===== src/cqd_pkg.sv =====
// Constants, types and field layout of the completer request descriptor.
// Functional notes
// - Region number in bits 114:112 for mem/IO/atomic.
// - Sixty-four-bit pair hits report the lower, even number.
// - Six-bit aperture exponent in bits 120:115.
// - Function regions use one function's size.
// - Traffic class in bits 123:121.
// - Attributes 126:124; ID ordering cleared only for IO requests.
// - LTR latencies into bits 15:0 and 31:16.
// - OBFF code into bits 35:32.
// - Message code into bits 111:104.
// - Message routing into bits 114:112.
// - Vendor message routed by ID: destination 15:0.
// - Vendor message header dword three into 63:32.
// - ATS header dwords two, three into 63:0.
// - Memory, IO and atomic type codes 0000-0110.
// - Locked read 0111 only for legacy devices.
// - Configuration codes never leave on this stream.
// - Messages 1100, vendor 1101, ATS 1110; 1111 reserved.
// - Request type code in bits 78:75.
// - Sixteen-byte descriptor: two beats narrow, one wide.
package cqd_pkg;

	localparam int DESC_W      = 128;
	localparam int DW_W        = 32;
	// ===========================================================
	// Field positions
	// ===========================================================
	localparam int AT_LO       = 0;
	localparam int AT_HI       = 1;
	localparam int ADDR_LO     = 2;
	localparam int ADDR_HI     = 63;
	localparam int CNT_LO      = 64;
	localparam int CNT_HI      = 74;
	localparam int TYPE_LO     = 75;
	localparam int TYPE_HI     = 78;
	localparam int RID_LO      = 80;
	localparam int RID_HI      = 95;
	localparam int TAG_LO      = 96;
	localparam int TAG_HI      = 103;
	localparam int FN_LO       = 104;
	localparam int FN_HI       = 111;
	localparam int REGION_LO   = 112;
	localparam int REGION_HI   = 114;
	localparam int APER_LO     = 115;
	localparam int APER_HI     = 120;
	localparam int CLASS_LO    = 121;
	localparam int CLASS_HI    = 123;
	localparam int ATTR_LO     = 124;
	localparam int ATTR_HI     = 126;
	localparam int SNOOP_LO    = 0;
	localparam int SNOOP_HI    = 15;
	localparam int NOSNOOP_LO  = 16;
	localparam int NOSNOOP_HI  = 31;
	localparam int OBFF_LO     = 32;
	localparam int OBFF_HI     = 35;
	localparam int DW3_LO      = 32;
	localparam int DW3_HI      = 63;
	localparam int ATTR_IDO    = 2;

	// ===========================================================
	// Codes
	// ===========================================================
	localparam logic [3:0] TYPE_MEM_RD  = 4'h0;
	localparam logic [3:0] TYPE_MEM_WR  = 4'h1;
	localparam logic [3:0] TYPE_IO_RD   = 4'h2;
	localparam logic [3:0] TYPE_IO_WR   = 4'h3;
	localparam logic [3:0] TYPE_FADD    = 4'h4;
	localparam logic [3:0] TYPE_SWAP    = 4'h5;
	localparam logic [3:0] TYPE_CAS     = 4'h6;
	localparam logic [3:0] TYPE_LOCK_RD = 4'h7;
	localparam logic [3:0] TYPE_CFG0_RD = 4'h8;
	localparam logic [3:0] TYPE_MSG     = 4'hc;
	localparam logic [3:0] TYPE_VDM     = 4'hd;
	localparam logic [3:0] TYPE_ATS     = 4'he;
	localparam logic [2:0] ROUTE_BY_ID  = 3'h2;
	localparam logic [3:0] OBFF_ACTIVE  = 4'hf;
	localparam logic [3:0] OBFF_MEMPATH = 4'h1;
	localparam logic [3:0] OBFF_IDLE    = 4'h0;
	localparam int         NUM_REGIONS  = 6;
	localparam logic [2:0] ROM_CODE     = 3'h6;

	typedef enum logic [3:0] {
		CQD_MEM_RD, CQD_MEM_WR, CQD_IO_RD, CQD_IO_WR, CQD_FADD, CQD_SWAP, CQD_CAS,
		CQD_LOCK_RD, CQD_CFG, CQD_MSG_LTR, CQD_MSG_OBFF, CQD_MSG_GEN, CQD_MSG_VDM,
		CQD_MSG_ATS
	} cqd_kind_t;

	// Parsed request header fields, as handed over by the transaction layer.
	typedef struct packed {
		cqd_kind_t    kind;
		logic [1:0]   at;
		logic [63:2]  addr;
		logic [10:0]  dw_count;
		logic [15:0]  req_id;
		logic [7:0]   tag;
		logic [7:0]   target_fn;
		logic [2:0]   traffic_class_field;
		logic [2:0]   attr;
		logic [6:0]   hit_vec;
		logic         hit_vf;
		logic [5:0]   region_size_log2;
		logic [5:0]   vf_count_log2;
		logic [7:0]   msg_code;
		logic [2:0]   msg_route;
		logic [31:0]  hdr_dw2;
		logic [31:0]  hdr_dw3;
		logic         has_payload;
	} cqd_req_t;

endpackage


===== src/cqd_region_enc.sv =====
// Encodes a one-hot region hit into the reported region number.
`timescale 1ns/1ns
module cqd_region_enc #(
	parameter logic [5:0] PAIR64 = 6'h00
) (
	input  wire logic [6:0] hit_vec,
	output logic      [2:0] region_hit_number
);
	// Bit 6 of the hit vector is the expansion ROM; bits 5:0 the regions.
	// PAIR64 bit k set, for even k, means regions k and k+1 form one 64-bit pair.
	logic [2:0] raw;

	always_comb begin
		raw = 3'h0;
		for (int i = cqd_pkg::NUM_REGIONS - 1; i >= 0; i--) begin
			if (hit_vec[i]) begin
				raw = 3'(i);
			end
		end
	end

	// Upper half of a pair folds down to the lower, even number.
	wire upper_of_pair = raw[0] && PAIR64[raw - 3'h1];

	assign region_hit_number = hit_vec[cqd_pkg::NUM_REGIONS] ? cqd_pkg::ROM_CODE
		: upper_of_pair ? {raw[2:1], 1'b0} : raw;

endmodule // cqd_region_enc


===== src/cqd_aperture.sv =====
// Computes the aperture exponent reported with a region hit.
`timescale 1ns/1ns
module cqd_aperture (
	input  wire logic [5:0] region_size_log2,
	input  wire logic       hit_vf,
	input  wire logic [5:0] vf_count_log2,
	output logic      [5:0] aperture
);
	// A function region is split evenly among its functions, so one
	// function's share is the total divided by the function count.
	wire [5:0] per_vf = (vf_count_log2 > region_size_log2) ? 6'h0
		: region_size_log2 - vf_count_log2;

	assign aperture = hit_vf ? per_vf : region_size_log2;

endmodule // cqd_aperture


===== src/cqd_desc_framer.sv =====
// Builds the completer request descriptor and sends it as the packet head.
`timescale 1ns/1ns
module cqd_desc_framer #(
	parameter int         DATA_W = 128,
	parameter bit         LEGACY = 1'b0,
	parameter logic [5:0] PAIR64 = 6'h00
) (
	input  wire logic                   clock,
	input  wire logic                   rst,
	input  wire cqd_pkg::cqd_req_t      req,
	input  wire logic                   req_valid,
	output logic                        req_ready,
	output logic                        req_dropped,
	output logic [DATA_W-1:0]           cq_tdata,
	output logic [DATA_W/32-1:0]        cq_tkeep,
	output logic                        cq_tvalid,
	output logic                        cq_tlast,
	output logic                        cq_sop,
	input  wire logic                   cq_tready,
	output logic                        desc_done
);
	localparam int  KEEP_W  = DATA_W / 32;
	localparam int  BEATS   = (DATA_W == 64) ? 2 : 1;
	localparam int  DESC_DW = cqd_pkg::DESC_W / cqd_pkg::DW_W;

	typedef enum logic [1:0] {CQD_IDLE, CQD_BEAT0, CQD_BEAT1} cqd_state_t;

	// ===========================================================
	// Type encoding and classification
	// ===========================================================
	function automatic logic [3:0] type_code(input cqd_pkg::cqd_kind_t k);
		unique case (k)
			cqd_pkg::CQD_MEM_RD:   type_code = cqd_pkg::TYPE_MEM_RD;
			cqd_pkg::CQD_MEM_WR:   type_code = cqd_pkg::TYPE_MEM_WR;
			cqd_pkg::CQD_IO_RD:    type_code = cqd_pkg::TYPE_IO_RD;
			cqd_pkg::CQD_IO_WR:    type_code = cqd_pkg::TYPE_IO_WR;
			cqd_pkg::CQD_FADD:     type_code = cqd_pkg::TYPE_FADD;
			cqd_pkg::CQD_SWAP:     type_code = cqd_pkg::TYPE_SWAP;
			cqd_pkg::CQD_CAS:      type_code = cqd_pkg::TYPE_CAS;
			cqd_pkg::CQD_LOCK_RD:  type_code = cqd_pkg::TYPE_LOCK_RD;
			cqd_pkg::CQD_CFG:      type_code = cqd_pkg::TYPE_CFG0_RD;
			cqd_pkg::CQD_MSG_VDM:  type_code = cqd_pkg::TYPE_VDM;
			cqd_pkg::CQD_MSG_ATS:  type_code = cqd_pkg::TYPE_ATS;
			cqd_pkg::CQD_MSG_LTR,
			cqd_pkg::CQD_MSG_OBFF,
			cqd_pkg::CQD_MSG_GEN:  type_code = cqd_pkg::TYPE_MSG;
			default:               type_code = cqd_pkg::TYPE_MSG;
		endcase
	endfunction

	function automatic logic is_msg(input cqd_pkg::cqd_kind_t k);
		is_msg = (k >= cqd_pkg::CQD_MSG_LTR);
	endfunction

	function automatic logic is_io(input cqd_pkg::cqd_kind_t k);
		is_io = (k == cqd_pkg::CQD_IO_RD) || (k == cqd_pkg::CQD_IO_WR);
	endfunction

	// ===========================================================
	// Region number and aperture
	// ===========================================================
	logic [2:0] region_hit_number;
	logic [5:0] aperture;

	cqd_region_enc #(
		.PAIR64            (PAIR64)
	) u_region (
		.hit_vec           (req.hit_vec),
		.region_hit_number (region_hit_number)
	);

	cqd_aperture u_aper (
		.region_size_log2 (req.region_size_log2),
		.hit_vf           (req.hit_vf),
		.vf_count_log2    (req.vf_count_log2),
		.aperture         (aperture)
	);

	// ===========================================================
	// Descriptor assembly
	// ===========================================================
	wire msg       = is_msg(req.kind);
	wire io        = is_io(req.kind);
	wire mem_class = !msg && (req.kind != cqd_pkg::CQD_CFG);
	wire mem_atom  = mem_class && !io;
	wire is_ltr    = (req.kind == cqd_pkg::CQD_MSG_LTR);
	wire is_obff   = (req.kind == cqd_pkg::CQD_MSG_OBFF);
	wire is_vdm    = (req.kind == cqd_pkg::CQD_MSG_VDM);
	wire is_ats    = (req.kind == cqd_pkg::CQD_MSG_ATS);
	wire vdm_by_id = is_vdm && (req.msg_route == cqd_pkg::ROUTE_BY_ID);

	// Configuration requests belong to the requester side, and a locked read
	// is only legal when the device is built as a legacy endpoint.
	wire illegal = (req.kind == cqd_pkg::CQD_CFG)
		|| ((req.kind == cqd_pkg::CQD_LOCK_RD) && !LEGACY);

	// ID-based ordering is cleared for I/O requests.
	wire [2:0] attr_out = io ? (req.attr & ~(3'h1 << cqd_pkg::ATTR_IDO)) : req.attr;

	wire [2:0] region_or_route = msg ? req.msg_route : region_hit_number;
	wire [7:0] fn_or_code      = msg ? req.msg_code : req.target_fn;
	wire [5:0] aper_field      = mem_class ? aperture : 6'h0;
	wire [1:0] at_field        = mem_atom ? req.at : 2'h0;

	logic [63:0] low_half;

	always_comb begin
		low_half = 64'h0;
		if (mem_class) begin
			low_half[cqd_pkg::ADDR_HI:cqd_pkg::ADDR_LO] = req.addr;
			low_half[cqd_pkg::AT_HI:cqd_pkg::AT_LO]     = at_field;
		end else if (is_ltr) begin
			low_half[cqd_pkg::SNOOP_HI:cqd_pkg::SNOOP_LO]     = req.hdr_dw3[15:0];
			low_half[cqd_pkg::NOSNOOP_HI:cqd_pkg::NOSNOOP_LO] = req.hdr_dw3[31:16];
		end else if (is_obff) begin
			low_half[cqd_pkg::OBFF_HI:cqd_pkg::OBFF_LO] = req.hdr_dw3[3:0];
		end else if (is_vdm) begin
			low_half[cqd_pkg::DW3_HI:cqd_pkg::DW3_LO] = req.hdr_dw3;
			if (vdm_by_id) begin
				low_half[cqd_pkg::SNOOP_HI:cqd_pkg::SNOOP_LO] = req.hdr_dw2[31:16];
			end
		end else if (is_ats) begin
			low_half = {req.hdr_dw3, req.hdr_dw2};
		end
	end

	wire [cqd_pkg::DESC_W-1:0] desc_d = {
		1'b0,
		attr_out,
		req.traffic_class_field,
		aper_field,
		region_or_route,
		fn_or_code,
		req.tag,
		req.req_id,
		1'b0,
		type_code(req.kind),
		req.dw_count,
		low_half
	};

	// ===========================================================
	// Beat sequencing
	// ===========================================================
	cqd_state_t                state_q;
	cqd_state_t                state_d;
	logic [cqd_pkg::DESC_W-1:0] desc_q;
	logic                      payload_q;
	logic                      dropped_q;

	wire take     = req_valid && req_ready;
	wire accept   = take && !illegal;
	wire beat_go  = cq_tvalid && cq_tready;
	wire last_beat = (BEATS == 1) ? (state_q == CQD_BEAT0) : (state_q == CQD_BEAT1);

	// A new request is taken only once the previous descriptor has left.
	assign req_ready = (state_q == CQD_IDLE);

	always_comb begin
		state_d = state_q;
		unique case (state_q)
			CQD_IDLE: begin
				if (accept) begin
					state_d = CQD_BEAT0;
				end
			end
			CQD_BEAT0: begin
				if (beat_go) begin
					state_d = (BEATS == 1) ? CQD_IDLE : CQD_BEAT1;
				end
			end
			CQD_BEAT1: begin
				if (beat_go) begin
					state_d = CQD_IDLE;
				end
			end
		endcase
	end

	always_ff @(posedge clock) begin
		if (rst) begin
			state_q   <= CQD_IDLE;
			desc_q    <= '0;
			payload_q <= 1'b0;
			dropped_q <= 1'b0;
		end else begin
			state_q   <= state_d;
			dropped_q <= take && illegal;
			if (accept) begin
				desc_q    <= desc_d;
				payload_q <= req.has_payload;
			end
		end
	end

	// ===========================================================
	// Stream outputs
	// ===========================================================
	logic [DATA_W-1:0]       beat_data;
	logic [KEEP_W-1:0]       beat_keep;

	// Each width gets its own selection, so no slice ever reaches past the bus.
	if (DATA_W == 64) begin : g_narrow
		// The narrow stream carries the low half first, then the high half.
		assign beat_data = (state_q == CQD_BEAT1) ? desc_q[cqd_pkg::DESC_W-1:DATA_W]
			: desc_q[DATA_W-1:0];
		assign beat_keep = '1;
	end else begin : g_wide
		assign beat_data = DATA_W'(desc_q);
		assign beat_keep = KEEP_W'({DESC_DW{1'b1}});
	end

	assign cq_tvalid   = (state_q != CQD_IDLE);
	assign cq_tdata    = cq_tvalid ? beat_data : '0;
	assign cq_tkeep    = cq_tvalid ? beat_keep : '0;
	assign cq_sop      = (state_q == CQD_BEAT0);
	assign cq_tlast    = last_beat && !payload_q;
	assign desc_done   = beat_go && last_beat;
	assign req_dropped = dropped_q;

endmodule // cqd_desc_framer


===== config.mk =====
export PLATFORM = sky130hd
export DESIGN_NAME = cqd_desc_framer
export DESIGN_NICKNAME = d
export VERILOG_FILES = /design/src/cqd_pkg.sv /design/src/cqd_region_enc.sv /design/src/cqd_aperture.sv /design/src/cqd_desc_framer.sv
export SDC_FILE = /design/constraint.sdc
export NUM_CORES = 1
export LEC_CHECK = 0
export ABC_AREA = 1
export BUFFER_PORTS_ARGS = -buffer_cell sky130_fd_sc_hd__buf_2
export CAP_MARGIN = 0
export CORE_AREA = 8 8 132 134
export CTS_CLUSTER_DIAMETER = 80
export DETAILED_ROUTE_END_ITERATION = 7
export DIE_AREA = 0 0 140 142
export PLACE_DENSITY_LB_ADDON = 0.05
export SYNTH_ARGS = -nofsm -noshare
export SYNTH_HDL_FRONTEND = slang
export SYNTH_SLANG_ARGS = --single-unit

===== constraint.sdc =====
create_clock -name clock -period 2.2 [get_ports clock]
set_input_delay 0.11 -clock clock [delete_from_list [all_inputs] [get_ports clock]]
set_output_delay 0.11 -clock clock [all_outputs]
set_load 0.005 [all_outputs]

## Word level (Yosys, flattened, before mapping)

Memories as Yosys holds them, arrays and structs flattened. A register that Yosys moved wholly into a read port is not among the register bits.
Cells that the tools add are included.

| storage, ports and cells | value |
|---|---|
| bits in registers | 130 |
| bits in read-only memories | 72 |
| bits of input ports | 217 |
| word-level logic and storage cells | 77 |
| memories kept | 2 |

| operators by class | value |
|---|---|
| $add $sub $neg | 2 |
| magnitude comparators | 3 |
| eq/ne operators | 14 |
| muxes and demuxes | 32 |
| reduce and logical (&&, ||, !) cells | 20 |

Memory list:

| memory | depth | width | read ports | clocked after Yosys merged registers in | write ports | RTL line | text |
|---|---|---|---|---|---|---|---|
| (name not given) | 16 | 4 | 1 | 1 | 0 | cqd_desc_framer.sv:32 | `unique case (k)` |
| (name not given) | 8 | 1 | 1 | 0 | 0 | cqd_region_enc.sv:23 | `wire upper_of_pair = raw[0] && PAIR64[raw - 3'h1];` |

Operator list:

| cell | number |
|---|---|
| two-way mux 32 bit | 4 |
| two-way mux 64 bit | 2 |
| two-way mux 127 bit | 1 |
| two-way mux 16 bit | 3 |
| two-way mux 28 bit | 1 |
| two-way mux 3 bit | 9 |
| equality test 4 bit, second input constant | 5 |
| two-way mux 6 bit | 3 |
| logical AND 1 bit | 10 |
| equality test 4 x 2 -> 1 bit, second input constant | 2 |
| two-way mux 4 bit | 2 |
| two-way mux 8 bit | 1 |
| greater-than comparator 6 bit | 1 |
| two-way mux 2 bit | 3 |
| subtractor 6 bit | 1 |
| equality test 4 x 3 -> 1 bit, second input constant | 1 |
| greater-or-equal comparator 4 bit, second input constant | 1 |
| zero test 1 bit | 4 |
| less-than comparator 3 x 4 -> 1 bit, second input constant | 1 |
| != test 2 x 1 -> 1 bit, second input constant | 2 |
| != test 4 bit, second input constant | 1 |
| case mux 2 bit (2 select lines) | 1 |
| equality test 3 x 2 -> 1 bit, second input constant | 1 |
| subtractor 3 x 1 -> 3 bit, second input constant | 1 |
| 8 further kinds | 10 |

## Depth between registers and ports, before layout

| depth | value |
|---|---|
| depth after elaboration | 13 |
| gate-level depth with buffers | 12 |

## Modules after synthesis

Synthesis repeated with hierarchy kept, for this count alone.

| second synthesis, totals | value |
|---|---|
| cell total of the unflattened synthesis | 1278 |
| area total of the unflattened synthesis | 7579.8 um^2 |

By module, submodules not included:

| module | instances | cells each | area an instance (um^2) | seq. area each (um^2) |
|---|---|---|---|---|
| cqd_desc_framer | 1 | 1194 | 7136.8 | 2582.5 |
| cqd_aperture | 1 | 68 | 364.1 | 0.0 |
| cqd_region_enc | 1 | 16 | 78.8 | 0.0 |

## Worst setup path before layout

No wires, ideal clock.

| timing path | value |
|---|---|
| kind | input to register |
| start | input port req[82] in the netlist's numbering |
| end | register desc_q, in the netlist beat_data[120] |
| setup time | 0.070 ns |
| data arrival time | 1.357 ns |
| data required time | 2.130 ns |
| slack | 0.772 ns |
| cell stages on the path | 12 |
| path buffers | 0 |
| path through | inv_1 ha_1 inv_1 fa_1 inv_1 nor3_1 nor2_1 nor2_1 nand3_1 nand2_1 nand2_1 a21oi_1 |

| between the ends | value |
|---|---|
| word-level cells in the longest chain between the ends | 4 |
| elaborated cells on any way between the ends | 5 |
| those cells by class | add/sub (1); order compare (1); mux (3) |

RTL lines:

| what | RTL line | text |
|---|---|---|
| from (decl) | cqd_desc_framer.sv:10 | `input wire cqd_pkg::cqd_req_t req,` |
| subtractor 6 bit / greater-than comparator 6 bit (equally long branches) | cqd_aperture.sv:12, cqd_aperture.sv:11 |  |
| two-way mux 6 bit * | cqd_aperture.sv:11 | `wire [5:0] per_vf = (vf_count_log2 > region_size_log2) ? 6'h0` |
| two-way mux 6 bit * | cqd_aperture.sv:14 | `assign aperture = hit_vf ? per_vf : region_size_log2;` |
| two-way mux 6 bit * | cqd_desc_framer.sv:102 | `wire [5:0] aper_field = mem_class ? aperture : 6'h0;` |
| to (signal assigned) | cqd_desc_framer.sv:190 | `desc_q <= desc_d;` |
| to (decl) | cqd_desc_framer.sv:147 | `logic [cqd_pkg::DESC_W-1:0] desc_q;` |

Mark *: on every way between the ends. The rest lies on a longest branch, timed or not.
A chain may end at the register's enable or synchronous reset.

## Worst setup path after layout

| timing path | value |
|---|---|
| start | register state_q[0] |
| end | register desc_q, in the netlist beat_data[46] |

| between the ends | value |
|---|---|
| word-level cells in the longest chain between the ends | 3 |

RTL lines:

| what | RTL line | text |
|---|---|---|
| from (decl) | cqd_desc_framer.sv:145 | `cqd_state_t state_q;` |
| from (signal assigned) | cqd_desc_framer.sv:187 | `state_q <= state_d;` |
| zero test 2 bit | cqd_desc_framer.sv:157 | `assign req_ready = (state_q == CQD_IDLE);` |
| logical AND 1 bit | cqd_desc_framer.sv:151 | `wire take = req_valid && req_ready;` |
| logical AND 1 bit | cqd_desc_framer.sv:152 | `wire accept = take && !illegal;` |

No other way between the ends.

==> run_results.csv <==
group,metric,value,unit
logic_synthesis,yosysUniqueCellTypes,33,
detailed_routing,via_per_inst,5.00,
setup_path,cp.arrival,2.37,ns
logic_synthesis,ys_seq_area_share,36.6,%
timing,min_period,2.03,ns
floorplanning,core_area,15400,um^2
detailed_routing,wl,29600,um
finish,fillers,1425,
finish,fin_util,68.5,%
grt,grt_use_total,28.3,%
setup_path,crit_buf_inv,1,
logic_synthesis,ys_ff_latch,129,
place,hpwl,20700,um
floorplanning,die_h,142,um
detailed_routing,first_iter_violations,552,
floorplanning,io_pins,355,
timing,slew_viol_final,0,
clock_network,clock-root-buffer,"clkbuf_16",
place,gp_congestion,0.949,
clock_network,htree_levels,4,
logic_synthesis,ys_warn_count,0,
logic_synthesis,synth_edf_count,0,
clock_network,clk-insertion-delay-late,0.41,ns
logic_synthesis,syn-cell-area,7060,um^2
floorplanning,start_util,45.8,%
run,cap_violations,0,
clock_network,clock-sinks,129,
floorplanning,chipWidth,140,um
timing,hold_viol_final,0,
setup_path,critPathTopFamily,"simple AND/OR/NAND/NOR gates",
detailed_routing,dr.pass1.iters,6,
clock_network,clk_path_buf_depth,2,
floorplanning,fp.dieArea,19900,um^2
detailed_routing,vias,8917,
detailed_routing,drt_drc_violations_left,0,
logic_synthesis,syn_inst,1143,
status,run_status,"finished clean",
setup_path,crit_type,"reg -> reg",
logic_synthesis,avgSynthCellArea,6.18,um^2
setup_path,crit_path_max_incr_delay,0.91,ns
timing,fin_tns_setup,0,ns
worst_hold_path,worstHoldPathType,"in -> reg",
clock_network,cts_tree,"yes",
setup_path,worstPathRequired,2.54,ns
power_and_ir_drop,leakage,5.93,nW
clock_network,cts_resized,0,
grt,grt_overflow,0,
setup_path,crit_fanout,23,
grt,grt_pass1_wl,45400,um
power_and_ir_drop,peakVddDrop,0.534,mV
timing,rsz0062_at_grt,"no",
timing,clock.fmax,491,MHz
grt,grt_max_degree,135,
finish,nets,1794,
setup_path,worstPathCellList,"inv_1 > nand4_4 > nor2_2 > nand2_1 > a31oi_1",
logic_synthesis,ys.flop_type,"dfxtp_1",
setup_path,cp-start-kind,"register",
power_and_ir_drop,powerDensity,605,nW/um^2
place,port_buffers,352,
finish,layout-drive-gt1-share,25.8,%
clock_network,cts_inserted_buffers,17,
clock_network,clk_pin_slew,0.06,ns
place,dpl-instance-area,8810,um^2
detailed_routing,ant_nets,0,
finish,fin_area,10600,um^2
clock_network,cts_setup_buffers,0,
timing,skew,0.00706,ns
grt,first_global_vias,8645,
timing,setup-violations-final,0,
detailed_routing,routedWlPerCell,16.6,um
logic_synthesis,async_flop_share,0,%
grt,antenna_found_initial,5,
timing,finalCritPeriodShare,92.5,%
floorplanning,rows,46,
timing,worst_pin_slew,1.11,ns
finish,area_delta_synth_final,49.7,%
setup_path,cp_slowest_cell,"nor2_2",
timing,relSlewSlack,25.9,%
setup_path,end_kind,"register",
[per-stage QoR]
| stage | power (mW) | std cells | worst slack (ns) | hold WS [ns] |
|---|---|---|---|---|
| after floorplan | 3.23 | 1144 | 0.772 | 0.253 |
| after global placement | 3.66 | 1624 | 0.201 | 0.361 |
| after detailed placement | 3.67 | 1624 | 0.162 | 0.364 |
| after CTS | 6.41 | 1772 | 0.186 | 0.00196 |
| after global routing | 6.66 | 1777 | 0.0891 | 0.0224 |
| final | 6.39 | 1782 | 0.165 | 0.0139 |
[final timing paths]
check / from / endpoint / slack (ns) / cells past startpoint
max: state_q[0] / beat_data[46] / 0.17 / 5
max reg2reg: state_q[0] / beat_data[46] / 0.17 / 5
min: req[75] / beat_data[111] / 0.01 / 3
min reg2reg: beat_data[103] / beat_data[103] / 0.46 / 2
[cells by family (layout without fill, tap and decap cells)]
kind of cell    Yosys count  in the layout  share of synthesized area, %
buf+inv                 244            680                          14.7
fa+ha+maj                 7              7                          1.35
other cells               1             11                        0.0531
flops                   129            129                          36.6
simple gates            564            565                          31.7
compound gates          195            195                          15.2
xor+xnor                  3              3                         0.372
[cell type report]
cell class                      instances  area, um^2  area share (%)
Timing Repair Buffer                  486        3090            29.2
Sequential cell                       129        2590            24.5
Clock buffer                           25         515            4.88
Tap cell                              192         240            2.27
Clock inverter                          5        27.5           0.261
Multi-Input combinational cell        772        3460            32.8
Antenna cell                            9        22.5           0.213
Inverter                              164         619            5.86
[state kept, by name (all words and copies together), names as in the netlist]
| signal | count |
|---|---|
| beat_data | 126 |
| payload_q | 1 |
| req_dropped | 1 |
| state_q | 1 |
[power by group]
| part | internal [mW] | switching (mW) | total [mW] |
|---|---|---|---|
| sequential | 2.49 | 0.0758 | 2.56 |
| combinational | 0.545 | 0.702 | 1.25 |
| clock | 1.60 | 0.981 | 2.58 |
| total | 4.63 | 1.76 | 6.39 |
[layout by cell type, fill, tap and decap left out, types with 2 or more instances in the layout]
cell type,instances
nand3_1,45
nor2_2,3
nand4_1,9
buf_12,2
clkbuf_1,2
xor2_1,2
dfxtp_1,128
clkbuf_16,17
a31oi_1,39
nor3_1,4
a21boi_0,4
buf_4,15
clkbuf_8,6
diode_2,9
dlygate4sd3_1,118
o21ai_1,2
o21ai_0,33
nor2_1,28
conb_1,2
buf_2,351
clkinv_2,5
nand2_1,471
inv_1,161
a21oi_1,100
a22oi_1,2
nor2_4,2
ha_1,6
o211ai_1,13
[synthesized netlist by cell type (all sizes together) (2+ instances only)]
| master | number | area share [%] |
|---|---|---|
| a21boi | 4 | 0.43 |
| a21oi | 100 | 7.1 |
| a22oi | 2 | 0.21 |
| a31oi | 39 | 3.5 |
| buf | 42 | 3.9 |
| clkbuf | 38 | 2.0 |
| dfxtp | 129 | 37 |
| ha | 6 | 1.1 |
| inv | 164 | 8.8 |
| nand2 | 472 | 25 |
| nand3 | 45 | 3.2 |
| nand4 | 10 | 1.1 |
| nor2 | 32 | 1.9 |
| nor3 | 5 | 0.43 |
| o211ai | 13 | 1.4 |
| o21ai | 35 | 2.5 |
| xor2 | 2 | 0.25 |
[per-layer routing]
layer	share of wire, %	track usage, %	up-vias	wire (um)
li1	-	-	4404	-
met1	41	33.3	4017	12000
met2	47	47.0	426	14000
met3	8.6	7.92	70	2560
met4	3.4	13.2	0	1000
met5	0	0	-	0
[worst min-delay path, cell delays in order]
cell	delay, ns
buf_2	0.07
o21ai_0	0.07
a21oi_1	0.12
[what timing repair did]
| action | in CTS | in global routing |
|---|---|---|
| setup endpoints to repair | 0 | 3 |
| hold buffers | 118 | 0 |
| endpoints found under the hold margin | 94 | 0 |
Note: power is estimated with default switching activity, not from simulation.
